==> src/fbu_pkg.sv <==
// constants for the flash security and margin command block
package fbu_pkg;

    // register offsets (byte addresses)
    localparam logic [7:0] OFS_STATUS = 8'h00;
    localparam logic [7:0] OFS_PARAM_INDEX = 8'h04;
    localparam logic [7:0] OFS_PARAM_WORD = 8'h08;
    localparam logic [7:0] OFS_SECURITY = 8'h0C;
    localparam logic [7:0] OFS_PROTECTION = 8'h10;
    localparam logic [7:0] OFS_MARGIN = 8'h14;

    // status register fields
    localparam int STAT_COMMAND_COMPLETE_FLAG_BIT = 7;
    localparam int STAT_ACCESS_ERROR_FLAG_BIT = 5;
    localparam int STAT_PROTECTION_VIOLATION_FLAG_BIT = 4;

    // security byte fields
    localparam int SEC_BACKDOOR_KEY_ENABLE_LSB = 6;
    localparam int SEC_STATE_LSB = 0;
    localparam logic [1:0] BACKDOOR_KEY_ENABLE_ENABLED = 2'h2;
    localparam logic [1:0] SEC_UNSECURED = 2'h2;

    // margin status register fields
    localparam int MARG_PF_LSB = 0;
    localparam int MARG_EE_LSB = 4;
    localparam int MARG_LOCK_BIT = 8;
    localparam int MARG_BUSY_BIT = 9;

    // reset values
    localparam logic [7:0] PROT_RESET = 8'hFF;
    localparam logic [7:0] SEC_RESET = 8'hFE;
    localparam logic [2:0] MARGIN_NORMAL = 3'h0;

    // command opcodes carried in param word 0 bits 15:8
    localparam logic [7:0] OP_PROGRAM_CFG = 8'h06;
    localparam logic [7:0] OP_ERASE_CFG = 8'h0A;
    localparam logic [7:0] OP_VERIFY_KEY = 8'h0C;
    localparam logic [7:0] OP_USER_MARGIN = 8'h0D;
    localparam logic [7:0] OP_FIELD_MARGIN = 8'h0E;

    // margin codes
    localparam logic [15:0] MC_USER_MAX = 16'h0002;
    localparam logic [15:0] MC_FIELD_MAX = 16'h0004;

    // block select codes
    localparam logic [1:0] BLK_PFLASH = 2'h0;
    localparam logic [1:0] BLK_EEPROM = 2'h1;

    // required last parameter index per command
    localparam logic [2:0] IDX_MARGIN = 3'h1;
    localparam logic [2:0] IDX_VERIFY = 3'h4;
    localparam logic [2:0] IDX_CFG = 3'h1;

    // parameter bank depth and key geometry
    localparam int PARAM_DEPTH = 6;
    localparam int KEY_WORDS = 4;
    localparam logic [15:0] KEY_ZERO = 16'h0000;
    localparam logic [15:0] KEY_ONES = 16'hFFFF;

    // key compare takes one cycle per key word
    localparam logic [2:0] VERIFY_CYCLES = 3'h4;

    typedef enum logic [1:0] {ST_IDLE, ST_VERIFY, ST_EXEC} fbu_state_t;

endpackage : fbu_pkg

==> src/fbu_flash_sec.sv <==
// flash command controller: backdoor key unlock and read margin commands
// Operation
// - unlock only while key enable field enabled
// - good key: unsecure, security state forced 10
// - bad key blocks all later verify attempts
// - only reset clears the verify lockout
// - nonvolatile security byte left unmodified
// - stored backdoor key words left unmodified
// - protection register untouched by unlock
// - unsecured: security sector erase/program allowed
// - user margin codes 0, 1, 2
// - field margin codes 0 through 4
// - field margin only in special modes
// - field margin applied on the same edge the completion flag is set
// - user margin: eeprom alone, pflash both
// - field margin: eeprom alone, pflash both
// - margin command index not 001: access error
// - invalid block select code: access error
// - invalid margin code: access error
// - during key verify reads return invalid data
// - all-zero and all-one keys rejected
//
// The plain strobed port and the register addresses were chosen for this implementation.
module fbu_flash_sec (
    input wire logic sys_clk, // 200 MHz bus clock
    input wire logic rst_n, // asynchronous reset, active low
    input wire logic [7:0] reg_addr, // register byte address
    input wire logic [15:0] reg_wdata, // register write data
    input wire logic reg_wr, // write strobe
    input wire logic reg_rd, // read strobe
    output logic [15:0] reg_rdata, // read data, cycle after strobe
    input wire logic special_mode, // chip in special operating mode
    input wire logic [7:0] nv_security_byte, // stored security byte
    input wire logic [63:0] nv_backdoor_keys, // stored keys, word 0 low
    output logic [1:0] security_state, // runtime security state
    output logic unsecured, // chip currently unsecured
    output logic read_data_invalid, // flash and eeprom reads invalid
    output logic [2:0] pflash_margin, // margin for pflash reads
    output logic [2:0] eeprom_margin, // margin for eeprom reads
    output logic cfg_op_req, // security sector operation pulse
    output logic cfg_op_erase, // 1 erase, 0 program
    output logic [15:0] cfg_op_data // program data for security byte
);

    fbu_pkg::fbu_state_t state_q;
    logic command_complete_flag_q, access_error_flag_q, protection_violation_flag_q;
    logic [2:0] param_index_q;
    logic [15:0] param_word_q [fbu_pkg::PARAM_DEPTH];
    logic [7:0] protection_q, sec_byte_q;
    logic sec_loaded_q, lockout_q, key_bad_q;
    logic [1:0] sec_state_q;
    logic [2:0] verify_cnt_q;
    logic [2:0] pf_margin_q, ee_margin_q;
    logic cfg_req_q, cfg_erase_q;
    logic [15:0] cfg_data_q, rdata_q;

    logic launch, wr_status, set_access_error_flag, margin_err, start_err;
    logic start_verify, start_cfg, cfg_viol, verify_done, verify_ok;
    logic key_mismatch;
    logic [7:0] opcode;
    logic [1:0] blk_code;
    logic [15:0] margin_code;

    // decode of one write-address match
    function automatic logic hit(input logic [7:0] a, input logic [7:0] ofs);
        hit = (a == ofs);
    endfunction : hit

    assign opcode = param_word_q[0][15:8];
    assign blk_code = param_word_q[0][1:0];
    assign margin_code = param_word_q[1];
    assign wr_status = reg_wr && hit(reg_addr, fbu_pkg::OFS_STATUS);
    assign launch = wr_status && reg_wdata[fbu_pkg::STAT_COMMAND_COMPLETE_FLAG_BIT]
        && command_complete_flag_q && !access_error_flag_q && !protection_violation_flag_q;

    // launch checks for the margin commands
    always_comb begin
        margin_err = 1'b0;
        if (param_index_q != fbu_pkg::IDX_MARGIN) begin
            margin_err = 1'b1;
        end
        if (blk_code != fbu_pkg::BLK_PFLASH
            && blk_code != fbu_pkg::BLK_EEPROM) begin
            margin_err = 1'b1;
        end
        if (opcode == fbu_pkg::OP_USER_MARGIN
            && margin_code > fbu_pkg::MC_USER_MAX) begin
            margin_err = 1'b1;
        end
        if (opcode == fbu_pkg::OP_FIELD_MARGIN) begin
            if (margin_code > fbu_pkg::MC_FIELD_MAX) begin
                margin_err = 1'b1;
            end
            if (!special_mode) begin
                margin_err = 1'b1;
            end
        end
    end

    // launch-time classification of every opcode
    always_comb begin
        start_err = 1'b0;
        start_verify = 1'b0;
        start_cfg = 1'b0;
        cfg_viol = 1'b0;
        unique case (opcode)
            fbu_pkg::OP_USER_MARGIN, fbu_pkg::OP_FIELD_MARGIN: begin
                start_err = margin_err;
            end
            fbu_pkg::OP_VERIFY_KEY: begin
                if (lockout_q) begin
                    start_err = 1'b1;
                end else if (sec_byte_q[fbu_pkg::SEC_BACKDOOR_KEY_ENABLE_LSB +: 2]
                    != fbu_pkg::BACKDOOR_KEY_ENABLE_ENABLED) begin
                    start_err = 1'b1;
                end else if (param_index_q != fbu_pkg::IDX_VERIFY) begin
                    start_err = 1'b1;
                end else begin
                    start_verify = 1'b1;
                end
            end
            fbu_pkg::OP_ERASE_CFG, fbu_pkg::OP_PROGRAM_CFG: begin
                if (param_index_q != fbu_pkg::IDX_CFG) begin
                    start_err = 1'b1;
                end else if (sec_state_q != fbu_pkg::SEC_UNSECURED) begin
                    cfg_viol = 1'b1;
                end else begin
                    start_cfg = 1'b1;
                end
            end
            default: begin
                start_err = 1'b1;
            end
        endcase
    end

    // one key word compared per cycle; zero and ones never match
    always_comb begin
        key_mismatch = 1'b0;
        for (int i = 0; i < fbu_pkg::KEY_WORDS; i++) begin
            if (verify_cnt_q == 3'(i)) begin
                key_mismatch = (param_word_q[i + 1]
                    != nv_backdoor_keys[i*16 +: 16])
                    || nv_backdoor_keys[i*16 +: 16] == fbu_pkg::KEY_ZERO
                    || nv_backdoor_keys[i*16 +: 16] == fbu_pkg::KEY_ONES;
            end
        end
    end

    assign verify_done = (state_q == fbu_pkg::ST_VERIFY)
        && (verify_cnt_q == fbu_pkg::VERIFY_CYCLES - 3'h1);
    assign verify_ok = verify_done && !key_bad_q && !key_mismatch;
    assign set_access_error_flag = launch && start_err;

    // command sequencer
    always_ff @(posedge sys_clk or negedge rst_n) begin
        if (!rst_n) begin
            state_q <= fbu_pkg::ST_IDLE;
        end else begin
            unique case (state_q)
                fbu_pkg::ST_IDLE: begin
                    if (launch && start_verify) begin
                        state_q <= fbu_pkg::ST_VERIFY;
                    end else if (launch && !start_err && !cfg_viol) begin
                        state_q <= fbu_pkg::ST_EXEC;
                    end
                end
                fbu_pkg::ST_VERIFY: begin
                    if (verify_done) begin
                        state_q <= fbu_pkg::ST_IDLE;
                    end
                end
                fbu_pkg::ST_EXEC: begin
                    state_q <= fbu_pkg::ST_IDLE;
                end
            endcase
        end
    end

    // command complete flag: low while a command runs
    always_ff @(posedge sys_clk or negedge rst_n) begin
        if (!rst_n) begin
            command_complete_flag_q <= 1'b1;
        end else if (launch && start_verify) begin
            command_complete_flag_q <= 1'b0;
        end else if (launch && !start_err && !cfg_viol) begin
            command_complete_flag_q <= 1'b0;
        end else if (verify_done || state_q == fbu_pkg::ST_EXEC) begin
            command_complete_flag_q <= 1'b1;
        end
    end

    // error flags: write one clears, a new error wins over the clear
    always_ff @(posedge sys_clk or negedge rst_n) begin
        if (!rst_n) begin
            access_error_flag_q <= 1'b0;
            protection_violation_flag_q <= 1'b0;
        end else begin
            if (set_access_error_flag || (verify_done && !verify_ok)) begin
                access_error_flag_q <= 1'b1;
            end else if (wr_status
                && reg_wdata[fbu_pkg::STAT_ACCESS_ERROR_FLAG_BIT]) begin
                access_error_flag_q <= 1'b0;
            end
            if (launch && cfg_viol) begin
                protection_violation_flag_q <= 1'b1;
            end else if (wr_status
                && reg_wdata[fbu_pkg::STAT_PROTECTION_VIOLATION_FLAG_BIT]) begin
                protection_violation_flag_q <= 1'b0;
            end
        end
    end

    // parameter index and bank, frozen while a command runs
    always_ff @(posedge sys_clk or negedge rst_n) begin
        if (!rst_n) begin
            param_index_q <= 3'h0;
            for (int i = 0; i < fbu_pkg::PARAM_DEPTH; i++) begin
                param_word_q[i] <= 16'h0000;
            end
        end else if (command_complete_flag_q && reg_wr) begin
            if (hit(reg_addr, fbu_pkg::OFS_PARAM_INDEX)) begin
                param_index_q <= reg_wdata[2:0];
            end
            if (hit(reg_addr, fbu_pkg::OFS_PARAM_WORD)
                && param_index_q < 3'(fbu_pkg::PARAM_DEPTH)) begin
                param_word_q[param_index_q] <= reg_wdata;
            end
        end
    end

    // protection register: software only, unlock never writes it
    always_ff @(posedge sys_clk or negedge rst_n) begin
        if (!rst_n) begin
            protection_q <= fbu_pkg::PROT_RESET;
        end else if (reg_wr && hit(reg_addr, fbu_pkg::OFS_PROTECTION)) begin
            protection_q <= reg_wdata[7:0];
        end
    end

    // security byte copy caught once after reset release, never written
    always_ff @(posedge sys_clk or negedge rst_n) begin
        if (!rst_n) begin
            sec_byte_q <= fbu_pkg::SEC_RESET;
            sec_loaded_q <= 1'b0;
        end else if (!sec_loaded_q) begin
            sec_byte_q <= nv_security_byte;
            sec_loaded_q <= 1'b1;
        end
    end

    // runtime security state
    always_ff @(posedge sys_clk or negedge rst_n) begin
        if (!rst_n) begin
            sec_state_q <= fbu_pkg::SEC_RESET[1:0];
        end else if (!sec_loaded_q) begin
            sec_state_q <= nv_security_byte[fbu_pkg::SEC_STATE_LSB +: 2];
        end else if (verify_ok) begin
            sec_state_q <= fbu_pkg::SEC_UNSECURED;
        end
    end

    // lockout after a bad key, cleared only by reset
    always_ff @(posedge sys_clk or negedge rst_n) begin
        if (!rst_n) begin
            lockout_q <= 1'b0;
        end else if (verify_done && !verify_ok) begin
            lockout_q <= 1'b1;
        end
    end

    // key compare walk; keys are only read, never written
    always_ff @(posedge sys_clk or negedge rst_n) begin
        if (!rst_n) begin
            verify_cnt_q <= 3'h0;
            key_bad_q <= 1'b0;
        end else if (state_q != fbu_pkg::ST_VERIFY) begin
            verify_cnt_q <= 3'h0;
            key_bad_q <= 1'b0;
        end else begin
            verify_cnt_q <= verify_cnt_q + 3'h1;
            key_bad_q <= key_bad_q || key_mismatch;
        end
    end

    // margin levels stay until the next margin command or reset
    always_ff @(posedge sys_clk or negedge rst_n) begin
        if (!rst_n) begin
            pf_margin_q <= fbu_pkg::MARGIN_NORMAL;
            ee_margin_q <= fbu_pkg::MARGIN_NORMAL;
        end else if (state_q == fbu_pkg::ST_EXEC
            && (opcode == fbu_pkg::OP_USER_MARGIN
            || opcode == fbu_pkg::OP_FIELD_MARGIN)) begin
            ee_margin_q <= margin_code[2:0];
            if (blk_code == fbu_pkg::BLK_PFLASH) begin
                pf_margin_q <= margin_code[2:0];
            end
        end
    end

    // security sector operation request toward the array
    always_ff @(posedge sys_clk or negedge rst_n) begin
        if (!rst_n) begin
            cfg_req_q <= 1'b0;
            cfg_erase_q <= 1'b0;
            cfg_data_q <= 16'h0000;
        end else begin
            cfg_req_q <= launch && start_cfg;
            if (launch && start_cfg) begin
                cfg_erase_q <= (opcode == fbu_pkg::OP_ERASE_CFG);
                cfg_data_q <= param_word_q[1];
            end
        end
    end

    // register read path
    always_ff @(posedge sys_clk or negedge rst_n) begin
        if (!rst_n) begin
            rdata_q <= 16'h0000;
        end else if (reg_rd) begin
            rdata_q <= 16'h0000;
            unique case (reg_addr)
                fbu_pkg::OFS_STATUS: begin
                    rdata_q[fbu_pkg::STAT_COMMAND_COMPLETE_FLAG_BIT] <= command_complete_flag_q;
                    rdata_q[fbu_pkg::STAT_ACCESS_ERROR_FLAG_BIT] <= access_error_flag_q;
                    rdata_q[fbu_pkg::STAT_PROTECTION_VIOLATION_FLAG_BIT] <= protection_violation_flag_q;
                end
                fbu_pkg::OFS_PARAM_INDEX: begin
                    rdata_q[2:0] <= param_index_q;
                end
                fbu_pkg::OFS_PARAM_WORD: begin
                    if (param_index_q < 3'(fbu_pkg::PARAM_DEPTH)) begin
                        rdata_q <= param_word_q[param_index_q];
                    end
                end
                fbu_pkg::OFS_SECURITY: begin
                    rdata_q[7:0] <= {sec_byte_q[7:2], sec_state_q};
                end
                fbu_pkg::OFS_PROTECTION: begin
                    rdata_q[7:0] <= protection_q;
                end
                fbu_pkg::OFS_MARGIN: begin
                    rdata_q[fbu_pkg::MARG_PF_LSB +: 3] <= pf_margin_q;
                    rdata_q[fbu_pkg::MARG_EE_LSB +: 3] <= ee_margin_q;
                    rdata_q[fbu_pkg::MARG_LOCK_BIT] <= lockout_q;
                    rdata_q[fbu_pkg::MARG_BUSY_BIT] <= !command_complete_flag_q;
                end
                default: begin
                    rdata_q <= 16'h0000;
                end
            endcase
        end else begin
            rdata_q <= 16'h0000;
        end
    end

    assign reg_rdata = rdata_q;
    assign security_state = sec_state_q;
    assign unsecured = (sec_state_q == fbu_pkg::SEC_UNSECURED);
    assign read_data_invalid = (state_q == fbu_pkg::ST_VERIFY);
    assign pflash_margin = pf_margin_q;
    assign eeprom_margin = ee_margin_q;
    assign cfg_op_req = cfg_req_q;
    assign cfg_op_erase = cfg_erase_q;
    assign cfg_op_data = cfg_data_q;

endmodule : fbu_flash_sec

==> config.mk <==
export PLATFORM = sky130hd
export DESIGN_NAME = fbu_flash_sec
export DESIGN_NICKNAME = d
export VERILOG_FILES = /design/src/fbu_pkg.sv /design/src/fbu_flash_sec.sv
export SDC_FILE = /design/constraint.sdc
export NUM_CORES = 1
export LEC_CHECK = 0
export BUFFER_PORTS_ARGS = -buffer_cell sky130_fd_sc_hd__buf_2
export CAP_MARGIN = 25
export CORE_MARGIN = 5
export CORE_UTILIZATION = 40
export DETAILED_ROUTE_END_ITERATION = 10
export PLACE_DENSITY = 0.68
export SYNTH_ARGS = -nofsm -noshare
export SYNTH_HDL_FRONTEND = slang
export SYNTH_SLANG_ARGS = --single-unit
==> constraint.sdc <==
create_clock -name sys_clk -period 4.1 [get_ports sys_clk]
set_clock_uncertainty 0.15 [all_clocks]
set_input_delay 0.615 -clock sys_clk [delete_from_list [all_inputs] [get_ports sys_clk]]
set_output_delay 0.615 -clock sys_clk [all_outputs]
set_load 0.005 [all_outputs]
# Word-level counts from Yosys, hierarchy flattened
# Cells that the tools add are included.
# word_totals
reg_bits,168
latchBits,0
mem_bits_rw,0
mem_bits_ro,0
in_bits,101
output_inout_bits,44
word_cells,180
mem_count,0
# op_classes
add_sub_neg,1
mul,0
div_mod_pow,0
n_lt_le_gt_ge,5
n_eq_ne,33
n_shift,0
mux,54
n_bitwise,1
reduce_logical,62
# ops
operator,n
$bwmux W96,1
$mux W16,5
$eq A16 B16 Y1 const B,4
$logic_not A16 Y1,4
$ne A16 B16 Y1,4
$bmux W16 S3,1
$demux W16 S3,1
$eq A8 B4 Y1 const B,6
$mux W1,31
$logic_and A1 B1 Y1,24
$eq A8 B3 Y1 const B,2
$eq A8 B5 Y1 const B,2
$gt A16 B2 Y1 const B,1
$gt A16 B3 Y1 const B,1
$pmux W3 S5,1
$logic_or A1 B1 Y1,12
$mux W2,5
$pmux W2 S5,1
$logic_not A1 Y1,8
$logic_not A8 Y1,1
$ne A2 B1 Y1 const B,4
$pmux W1 S4,2
$reduce_and A2 Y1,4
$eq A3 B2 Y1 const B,2
21 further kinds,29

# Logic depth before layout (Yosys ltp)
# Gate-level depths: netlist of run 1.
# logic_depth
depth_word,14
ltp_mapped,9
ltp_nobuf,7

# Worst setup path before layout of run 1
# No wires, ideal clock.
# synth_path
path_type,input-to-reg
startpoint,input reg_addr[4]
endpoint,register cfg_data_q[10] (netlist: cfg_op_data[10])
setup_ns,0.125
arrival_time_ns,2.585
t_required_ns,3.825
path_slack_ns,1.240
stages,9
n_path_buf,3
path_cell_list,nor4_4 -> and3b_1 -> buf_6 -> nand3_4 -> or4_4 -> nor3b_2 -> buf_6 -> buf_12 -> mux2_4
# synth_via
elab_chain_len,7
# synth_rtl
element,line,text
from (decl),fbu_flash_sec.sv:27,"input wire logic [7:0] reg_addr,"
$logic_not A8 Y1,fbu_flash_sec.sv:66,hit = (a == ofs);
$logic_and A1 B1 Y1,fbu_flash_sec.sv:72,"assign wr_status = reg_wr && hit(reg_addr, fbu_pkg::OFS_STATUS);"
$logic_and A1 B1 Y1,fbu_flash_sec.sv:73,assign launch = wr_status && reg_wdata[fbu_pkg::STAT_COMMAND_COMPLETE_FLAG_BIT]
$logic_and A1 B1 Y1 (3 in a row),fbu_flash_sec.sv:74,&& command_complete_flag_q && !access_error_flag_q && !protection_violation_flag_q;
$logic_and A1 B1 Y1,fbu_flash_sec.sv:309,if (launch && start_cfg) begin
to (signal assigned),fbu_flash_sec.sv:311,cfg_data_q <= param_word_q[1];
to (decl),fbu_flash_sec.sv:55,"logic [15:0] cfg_data_q, rdata_q;"
# No other way between the ends.
# A chain may end at the register's enable or synchronous reset.

# Worst setup path after layout of run 1
# layout_path
startpoint,register param_index_q[2]
endpoint,register cfg_data_q[0] (netlist: cfg_op_data[0])
# layout_via
elab_chain_len,4
# layout_rtl
element,line,text
from (decl),fbu_flash_sec.sv:47,logic [2:0] param_index_q;
from (signal assigned),fbu_flash_sec.sv:223,param_index_q <= reg_wdata[2:0];
$ne A3 B1 Y1,fbu_flash_sec.sv:123,if (param_index_q != fbu_pkg::IDX_CFG) begin
$mux W1,fbu_flash_sec.sv:123,
$mux W1,fbu_flash_sec.sv:106,unique case (opcode)
$logic_and A1 B1 Y1,fbu_flash_sec.sv:309,
# No other way between the ends.

==> results of run 1 <==
-- routing by layer --
metal / up-vias / wire, um / GRT usage (%)
met5: - / 0 / 0
met4: 0 / 701 / 7.273
met3: 38 / 1482 / 4.065
met2: 244 / 11540 / 31.60
met1: 3263 / 11020 / 28.86
li1: 2847 / - / -
-- logic make-up (layout without fill, tap and decap cells) --
family / count (synthesis) / in the layout / synth area share (%)
DFF: 166 / 166 / 48.52
and+or+nand+nor: 181 / 181 / 12.70
muxes: 168 / 168 / 24.36
other: 1 / 1 / 0.04359
AOI/OAI and AO/OA: 53 / 53 / 4.625
buffers and inverters: 34 / 197 / 1.978
adders and majority gates: 8 / 8 / 1.164
xor gates and xnor gates: 65 / 65 / 6.617
-- worst reg2reg max path, cell delays in order, from the launching register on --
cell	delay, ns
dfrtp_1	0.52
nor3b_1	0.50
nand2_1	0.16
or4_4	0.56
nor3b_4	0.19
buf_4	0.32
mux2_2	0.38
-- placed cells by master (no fill, tap or decap), types with 2 or more instances in the layout --
master,instances
nand3_1,13
mux2i_1,8
nand2_1,16
inv_6,6
clkinv_4,3
nor2_1,21
dfrtp_1,149
xor2_1,28
dfstp_2,16
nor3_2,2
a31oi_1,2
and3b_1,2
a21oi_1,10
nand4_1,33
bufinv_16,2
mux2_2,135
and2_1,8
inv_1,7
ha_1,8
o22ai_1,3
nor2b_1,18
or4_1,2
xnor2_1,37
a222oi_1,6
o31ai_1,6
clkbuf_16,17
o21ai_0,4
o21a_1,2
mux2_4,9
mux4_2,16
nor4_1,32
nand2b_1,5
nor3_1,12
nand4b_1,3
buf_4,13
buf_2,143
a221oi_1,8
-- sequential cells by signal, summed over array words and instances, names as in the netlist, 3 cells and up --
signal and cells:
reg_rdata 16, verify_cnt_q 3, param_word_q 70, opcode 8
protection_q 8, sec_byte_q 6, cfg_op_data 16, eeprom_margin 3
margin_code 16, pflash_margin 3, param_index_q 3
-- per-stage QoR --
step / hold slack, ns / util, % / setup slack (ns) / cells
CTS: 0.1496 / 48.56 / 1.222 / 1114
global route: 0.1893 / 48.56 / 1.030 / 1114
floorplan: 0.1694 / - / 1.240 / 676
finish: 0.1238 / 48.56 / 1.211 / 1114
global placement: 0.3334 / 45.71 / 0.8185 / 1082
detailed placement: 0.3381 / 45.71 / 0.7938 / 1082
-- final timing paths --
check,startpoint,to,slack (ns),cells after the start
setup / recovery,param_index_q[2]$_DFFE_PN0P_,cfg_op_data[0]$_DFFE_PN0P_,1.21,6
hold / removal,rst_n,cfg_op_data[2]$_DFFE_PN0P_,0.12,1
max in group asynchronous,rst_n,protection_q[2]$_DFFE_PN1P_,2.81,2
hold reg to reg,verify_cnt_q[0]$_DFF_PN0_,verify_cnt_q[0]$_DFF_PN0_,0.36,1
setup reg to reg,param_index_q[2]$_DFFE_PN0P_,cfg_op_data[0]$_DFFE_PN0P_,1.21,6
min in group sys_clk,nv_security_byte[1],security_state[1]$_DFFE_PN1P_,0.26,2
-- where the power goes --
part           total, W  switching (W)  internal [W]
combinational  0.000318       0.000186      0.000132
clock           0.00164       0.000708      0.000931
sequential      0.00170      0.0000311       0.00167
total           0.00366       0.000925       0.00274
-- cell type report --
| class | instances | area share (%) |
|---|---|---|
| Inverter | 8 | 0.2932 |
| Clock buffer | 18 | 4.288 |
| Multi-Input combinational cell | 476 | 41.65 |
| Sequential cell | 166 | 40.77 |
| Tap cell | 275 | 3.360 |
| Timing Repair Buffer | 157 | 8.051 |
| Clock inverter | 14 | 1.588 |
==> summary.md, run 1 <==
| Metric | Value |
|---|---|
| FMAX | `346.1 MHz` |
| Primary FF master, synth | `dfrtp_1` |
| Area of the multi-input gates | `0.004265 sq mm` |
| Post-CTS Setup Repair Bufs | `0` |
| RSZ-0062 raised after global routing | `no` |
| Reg clk slew, reported paths | `0.07 ns` |
| Finished Cell Area | `0.01024 sq mm` |
| Yosys top cell by area | `dfrtp_1` |
| DRC | `0` |
| Outcome | `finished clean` |
| Die Y | `around 160 um` |
| Overall Power | `~0.0037 W` |
| Max_slew headroom | `42.38%` |
| Worst IR Drop VDD | `287.1 uV` |
| Max Slew Vio Count | `0` |
| Slowest cell on crit path | `or4_4` |
| Buffers on Ports | `about 140` |
| Ys Warns | `0` |
| Fillers | `~1,900` |
| Placed inst area | `between 0.009 and 0.01 sq mm` |
| Worst path cell trace | `nor3b_1, nand2_1, or4_4, nor3b_4, buf_4, mux2_2` |
| CTS resizes | `0` |
| Vias in the first global route | `6,637` |
| Antenna-violating nets left | `0` |
| Antenna Cells | `0` |
| Worst-path fanout max | `18` |
| Register Area | `around 0.0042 sq mm` |
| Pre-antenna DRT Iters | `7` |
| Share of layout cells above drive strength 1 | `a little under half` |
| DR vias | `~6,400` |
| Max incr delay on CP | `approximately 0.56 ns` |
| CP endpoint kind | `flip-flop` |
| Final Hold Fails | `0` |
| Antenna violations before repair | `0` |
| CTS Buf Count | `17` |
| Post-synthesis register bit count | `approximately 170` |
| Die Footprint | `0.02454 sq mm` |
| Top post-synthesis cells by count | `150 x dfrtp_1, 135 x mux2_2, 37 x xnor2_1, 33 x nand4_1, 32 x nor4_1` |
| Yosys top cell area share | `a little over two fifths` |
| Post-synthesis net count | `785` |
| EDFF count, synth | `0` |
| Post-DP HPWL | `between 15,000 and 20,000 um` |
| Top cells by area, synth | `dfrtp_1 44%, mux2_2 18%, dfstp_2 4.9%` |
| DR iter-0 viols | `just over 600` |
| Cell row count | `between 50 and 60` |
| WL per Instance | `~22 um` |
| Top-count cell post-synth | `dfrtp_1` |
| Mapped Area | `around 0.0086 sq mm` |
| Post-synthesis cell count | `approximately 680` |
| Final setup vio count | `0` |
| Placeable Area | `around 0.021 sq mm` |
| Num ports | `~150` |
| Ys async rst share | `100.0%` |
| Vias/cell | `between 5 and 6` |
| Cell variety after synth | `between 60 and 70` |
| CTS Sinks | `between 150 and 200` |
| Tcrit/Tclk final | `a little over two thirds` |
| CTS tree | `done` |
| Starting Density | `roughly 41%` |
| WP data arrival | `roughly 3.1 ns` |
| GRT Residual Overflow | `0` |
| Clk_lat worst skew | `0.43 ns` |
| Final net count | `~940` |
| Largest net degree at the start of global routing | `95` |
| Crit path launch type | `flip-flop` |
| CP Class | `flip-flop to flip-flop` |
| # hold bufs at CTS | `0` |
| Total track usage | `20.48%` |
| Post-layout min period | `2.889 ns` |
| First-pass GRT wire length | `38,260 um` |
| H-tree Lvls | `4` |
| Synthesized area per cell | `between 10 and 15 sq um` |
| Syn-to-layout area delta | `19.04%` |
| Max-Cap Viols | `0` |
| Worst Path Buf+Inv | `1` |
| Routed wire length | `between 20,000 and 25,000 um` |
| Req. time, crit path | `4.27 ns` |
| CTS Root Cell | `clkbuf_16` |
| Hold crit path type | `input pin to asynchronous set/reset pin` |
| Leak | `4.765 nW` |
| Pwr dens | `357.5 mW/mm^2` |
| Total negative slack | `0 ns` |
| CTS Buffer Depth | `2` |
| Post-synthesis sequential area ratio | `about half` |
| CP top delay family | `simple AND/OR/NAND/NOR gates` |
| GP Congestion | `0.8823` |
| Die Wd | `about 160 um` |
| Worst slew pin tran | `about 0.86 ns` |
Power figures use the tool's default switching activity.
==> run 2: changes to the inputs <==
==> constraint.sdc (replaced) <==
create_clock -name sys_clk -period 2.69 [get_ports sys_clk]
set_clock_uncertainty 0.15 [all_clocks]
set_input_delay 0.4035 -clock sys_clk [delete_from_list [all_inputs] [get_ports sys_clk]]
set_output_delay 0.4035 -clock sys_clk [all_outputs]
set_load 0.005 [all_outputs]
==> run 2 against run 1 <==
Net effect: cell count grew 2.3%; core utilization grew 1.3 points; wire length shrank 0.57%; setup slack lost 1.1 ns; critical path type unchanged.
==> summary.md, run 2 (synthesis results as in run 1) <==
| Metric | Value |
|---|---|
| Outcome | `finished clean` |
| Syn-to-layout area delta | `22.15%` |
| Routed wire length | `about 25,000 um` |
| Reg2Reg Launch Point | `opcode[5]$_DFFE_PN0P_` |
| WL per Instance | `roughly 22 um` |
| Dpl cells | `1,107` |
| Setup WS pre-CTS | `-0.1432 ns` |
| Starting Density | `about two fifths` |
| Fin util | `between 40 and 50%` |
| Finished Cell Area | `~0.011 sq mm` |
| Die Wd | `approximately 160 um` |
| Max_slew headroom | `roughly two thirds` |
| Max Slew Vio Count | `0` |
| H-tree Lvls | `4` |
| CP Class | `flip-flop to flip-flop` |
| Max incr delay on CP | `about 0.57 ns` |
| Antenna violations before repair | `0` |
| Worst IR Drop VDD | `~410 uV` |
| Leak | `slightly below 5 nW` |
| CTS Buf Count | `17` |
| Post-CTS Setup Repair Bufs | `0` |
| Pre-antenna DRT Iters | `5` |
| Worst setup startpoint | `opcode[5]$_DFFE_PN0P_` |
| DR iter-0 viols | `about 520` |
| Top reg by flops | `param_word_q` |
| DR vias | `between 6,000 and 7,000` |
| CTS Buffer Depth | `2` |
| Most common cell on crit path | `or4_4` |
| Total track usage | `20.41%` |
| Max-Cap Viols | `0` |
| Reg clk slew, reported paths | `around 0.060 ns` |
| Post-Layout Cell Count | `roughly 1,100` |
| Final net count | `961` |
| Share of layout cells above drive strength 1 | `47.17%` |
| CP endpoint kind | `flip-flop` |
| Max reg flops | `70` |
| Num ports | `145` |
| Largest net degree at the start of global routing | `55` |
| Final setup vio count | `0` |
| Buffers on Ports | `144` |
| CTS Root Cell | `clkbuf_16` |
| Commonest non-fill, non-tap cell in the layout | `dfrtp_1` |
| Post-layout min period | `approximately 2.6 ns` |
| Overall Power | `~0.0056 W` |
| WP data arrival | `between 2 and 3 ns` |
| Placeable Area | `between 0.02 and 0.025 sq mm` |
| Antenna Cells | `0` |
| DRC | `0` |
| Die Y | `156.7 um` |
| Slowest cell on crit path | `or4_4` |
| FMAX | `between 300 and 400 MHz` |
| Worst Path Buf+Inv | `1` |
| Pwr dens | `between 500 and 600 mW/mm^2` |
| Worst slew pin tran | `0.5058 ns` |
| Req. time, crit path | `approximately 2.9 ns` |
| Placed inst area | `0.009889 sq mm` |
| Post-DP HPWL | `between 15,000 and 20,000 um` |
| CTS Sinks | `approximately 170` |
| Final Hold Fails | `0` |
| RSZ-0062 raised after global routing | `no` |
| Worst-path fanout max | `18` |
| GRT Residual Overflow | `0` |
| Tcrit/Tclk final | `between 90% and 100%` |
| Die Footprint | `approximately 0.025 sq mm` |
| Final worst slack | `~0.1 ns` |
| Hold wc startpoint | `nv_security_byte[1]` |
| Vias in the first global route | `6,731` |
| Cell row count | `53` |
| Clk_lat worst skew | `about 0.43 ns` |
| Antenna-violating nets left | `0` |
| First-pass GRT wire length | `38,310 um` |
| Worst path cell trace | `or4_4, or4_4, nor3b_4, buf_12, mux2_2` |
| Vias/cell | `around 5.7` |
| GP Congestion | `about 0.92` |
| Hold crit path type | `input pin to flip-flop` |
| Crit path launch type | `flip-flop` |
| Most frequent cells in the layout | `149 x dfrtp_1, 143 x buf_2, 135 x mux2_2` |
| CTS tree | `done` |
| CP top delay family | `simple AND/OR/NAND/NOR gates` |
## run 2: worst paths after layout
path / end / cells after the start / slack [ns]
setup / recovery: cfg_op_erase$_DFFE_PN0P_ / 5 / 0.10
hold / removal: security_state[1]$_DFFE_PN1P_ / 2 / 0.05
setup reg to reg: cfg_op_erase$_DFFE_PN0P_ / 5 / 0.10
hold reg to reg: verify_cnt_q[0]$_DFF_PN0_ / 1 / 0.34
max in group asynchronous: protection_q[1]$_DFFE_PN1P_ / 3 / 1.21
min in group asynchronous: cfg_op_data[2]$_DFFE_PN0P_ / 2 / 0.33
## run 2: area by class of cell
cell class,instances,area [sq um]
Clock buffer,22,474.2
Multi-Input combinational cell,476,4280
Sequential cell,166,4175
Tap cell,275,344.1
Clock inverter,10,120.1
Inverter,8,30.03
Timing Repair Buffer,183,1085
Fill cell,1885,10580
## run 2: worst reg2reg max path, delay by kind of cell (launching register included)
kind	cells	cell delay (ns)
simple gates	3	1.36
flops	1	0.41
mux	1	0.35
buf+inv	1	0.21
## run 2: repair_timing
item / in CTS / in global routing
pin swaps: 0 / 0
endpoints found under the setup margin: 4 / 18
hold endpoints to repair: 38 / 0
hold buffers: 1 / 0
gates resized for setup: 1 / 2
## run 2: stage by stage
stage | setup TNS (ns) | hold WS (ns)
2_1_floorplan | 0 | -0.04209
3_3_place_gp | -2.047 | 0.2434
3_5_place_dp | -2.080 | 0.2476
4_1_cts | 0 | 0.04336
5_1_grt | 0 | 0.05008
6_report | 0 | 0.04589
## run 2: where the power goes
group / switching [W] / internal, W
clock: 0.00102 / 0.00145
combinational: 0.000288 / 0.000218
sequential: 0.0000422 / 0.00255
total: 0.00135 / 0.00422
## run 2: per-layer routing
| metal | share of wire [%] | track usage [%] | routed length, um |
|---|---|---|---|
| met3 | 5.5 | 3.761 | 1351 |
| met5 | 0 | 0 | 0 |
| met1 | 45 | 28.18 | 11080 |
| met4 | 3.2 | 7.686 | 775 |
| met2 | 46 | 32.15 | 11400 |
==> run 3: changes to the inputs <==
--- a/config.mk
+++ b/config.mk
@@ -11,6 +11,7 @@
 export CORE_UTILIZATION = 40
 export DETAILED_ROUTE_END_ITERATION = 10
 export PLACE_DENSITY = 0.68
+export REMOVE_ABC_BUFFERS = 1
 export SYNTH_ARGS = -nofsm -noshare
 export SYNTH_HDL_FRONTEND = slang
 export SYNTH_SLANG_ARGS = --single-unit
==> run 3 against run 2 <==
Net effect: clock-buffer cell count is 5 lower; setup slack worse by 0.024 ns; cell count is 0.18% lower; non-clock buffer count is 1 lower; sequential share of layout area hardly changed; largest cell class unchanged; die area stayed put; hold slack better by 0.0083 ns; design area hardly changed; global-route usage is 0.45 points higher; clock power hardly changed.
==> summary.md, run 3 (synthesis results as in run 1) <==
| Metric | Value |
|---|---|
| Max reg flops | `70` |
| CP endpoint kind | `flip-flop` |
| CTS Buffer Depth | `2` |
| Outcome | `finished clean` |
| DR vias | `around 6,500` |
| Post-layout min period | `between 2 and 3 ns` |
| CTS Buf Count | `17` |
| Die Y | `between 150 and 200 um` |
| CP Class | `flip-flop to flip-flop` |
| Req. time, crit path | `around 2.9 ns` |
| Most frequent cells in the layout | `149 x dfrtp_1, 143 x buf_2, 135 x mux2_2` |
| Vias/cell | `around 5.7` |
| Commonest non-fill, non-tap cell in the layout | `dfrtp_1` |
| Pre-antenna DRT Iters | `6` |
| GRT Residual Overflow | `0` |
| Max_slew headroom | `between 50% and 60%` |
| Cell row count | `between 50 and 60` |
| Finished Cell Area | `between 0.01 and 0.015 sq mm` |
| Antenna-violating nets left | `0` |
| CTS Sinks | `166` |
| Reg clk slew, reported paths | `~0.06 ns` |
| Max-Cap Viols | `0` |
| Starting Density | `40.80%` |
| Vias in the first global route | `between 6,000 and 7,000` |
| Share of layout cells above drive strength 1 | `a little under half` |
| Tcrit/Tclk final | `a little over nine tenths` |
| DRC | `0` |
| Largest net degree at the start of global routing | `between 60 and 70` |
| Clk_lat worst skew | `about 0.44 ns` |
| Placeable Area | `0.02109 sq mm` |
| DR iter-0 viols | `about 470` |
| Post-CTS Setup Repair Bufs | `0` |
| Placed inst area | `approximately 0.0099 sq mm` |
| H-tree Lvls | `4` |
| Hold crit path type | `input pin to flip-flop` |
| Worst IR Drop VDD | `~380 uV` |
| First-pass GRT wire length | `39,050 um` |
| Die Footprint | `around 0.025 sq mm` |
| Worst slew pin tran | `between 0.7 and 0.8 ns` |
| RSZ-0062 raised after global routing | `no` |
| Pwr dens | `about 530 mW/mm^2` |
| Antenna Cells | `0` |
| Setup WS pre-CTS | `-0.1346 ns` |
| Final worst slack | `roughly 0.077 ns` |
| Crit path launch type | `flip-flop` |
| Syn-to-layout area delta | `22.05%` |
| WL per Instance | `between 20 and 25 um` |
| GP Congestion | `approximately 0.96` |
| Buffers on Ports | `144` |
| Max Slew Vio Count | `0` |
| WP data arrival | `2.78 ns` |
| FMAX | `382.6 MHz` |
| CTS tree | `done` |
| Die Wd | `between 150 and 200 um` |
| Total track usage | `about a fifth` |
| CTS Root Cell | `clkbuf_16` |
| Final setup vio count | `0` |
| Antenna violations before repair | `0` |
| Post-DP HPWL | `about 19,000 um` |
| Num ports | `between 100 and 150` |
| Routed wire length | `roughly 25,000 um` |
| Final net count | `between 900 and 1,000` |
| Final Hold Fails | `0` |
| Worst-path fanout max | `18` |
| Top reg by flops | `param_word_q` |
| Leak | `4.900 nW` |
run 3: cell count changes in the layout (fill, tap and decap cells not counted), moves of 2 or more:
cell / change
clkinv_2: -2
clkbuf_8: -3
clkbuf_1: -2
inv_6: +3
buf_4: -2
clkinv_4: +3
run 3: what timing repair did:
action                                 4_1_cts  5_1_grt
resized for setup                            0        1
hold buffers                                 1        0
endpoints found under the hold margin       43        0
setup endpoints to repair                    0        6
run 3: cell type report:
type | instances | area [sq um]
clock buffers | 17 | 425.4
clock inverters | 14 | 166.4
fillers | 1883 | 10590
inverters | 8 | 30.03
multi-input cells | 476 | 4269
flip-flops and latches | 166 | 4175
well taps | 275 | 344.1
repair buffers | 182 | 1090
run 3: per-stage QoR:
stage / cells / TNS (ns) / total power, W / utilization [%] / hold slack (ns)
after floorplan: 650 / -39.49 / 0.002838 / - / -0.04209
after global placement: 1106 / -1.647 / 0.003137 / 46.92 / 0.2648
after detailed placement: 1106 / -1.855 / 0.003148 / 46.92 / 0.2642
after CTS: 1138 / 0 / 0.005602 / 49.77 / 0.04041
after global routing: 1138 / 0 / 0.005764 / 49.79 / 0.04892
final: 1138 / 0 / 0.005563 / 49.79 / 0.05416
run 3: final timing paths:
check                                                    startpoint  cells past startpoint                            end  slack (ns)
worst max-delay path            command_complete_flag_q$_DFFE_PN1P_                      7    cfg_op_data[15]$_DFFE_PN0P_        0.08
worst min-delay path                            nv_security_byte[1]                      2  security_state[1]$_DFFE_PN1P_        0.05
worst max register to register  command_complete_flag_q$_DFFE_PN1P_                      7    cfg_op_data[15]$_DFFE_PN0P_        0.08
worst min register to register            verify_cnt_q[0]$_DFF_PN0_                      1      verify_cnt_q[0]$_DFF_PN0_        0.35
max in group asynchronous                                     rst_n                      3   param_word_q[45]$_DFFE_PN0P_        1.28
min in group asynchronous                                     rst_n                      2         reg_rdata[3]$_DFF_PN0_        0.36
run 3: power by group:
part	total, W	leakage [nW]	switching [W]	internal (W)
sequential	0.00259	2.24	0.0000440	0.00255
combinational	0.000512	2.37	0.000293	0.000219
clock	0.00246	0.287	0.00107	0.00139
run 3: routing by layer:
metal / GRT usage [%] / wire [um]
met1: 28.85 / 10950
met2: 32.71 / 11850
met3: 5.835 / 1936
met4: 5.124 / 363
met5: 0 / 0
run 3: critical path: stages (launching register included):
cell and delay [ns]:
dfstp_2 0.53, nand2_1 0.08, nor3_1 0.28, nand3_4 0.12
or4_4 0.56, nor3b_4 0.22, buf_12 0.20, mux2_2 0.35
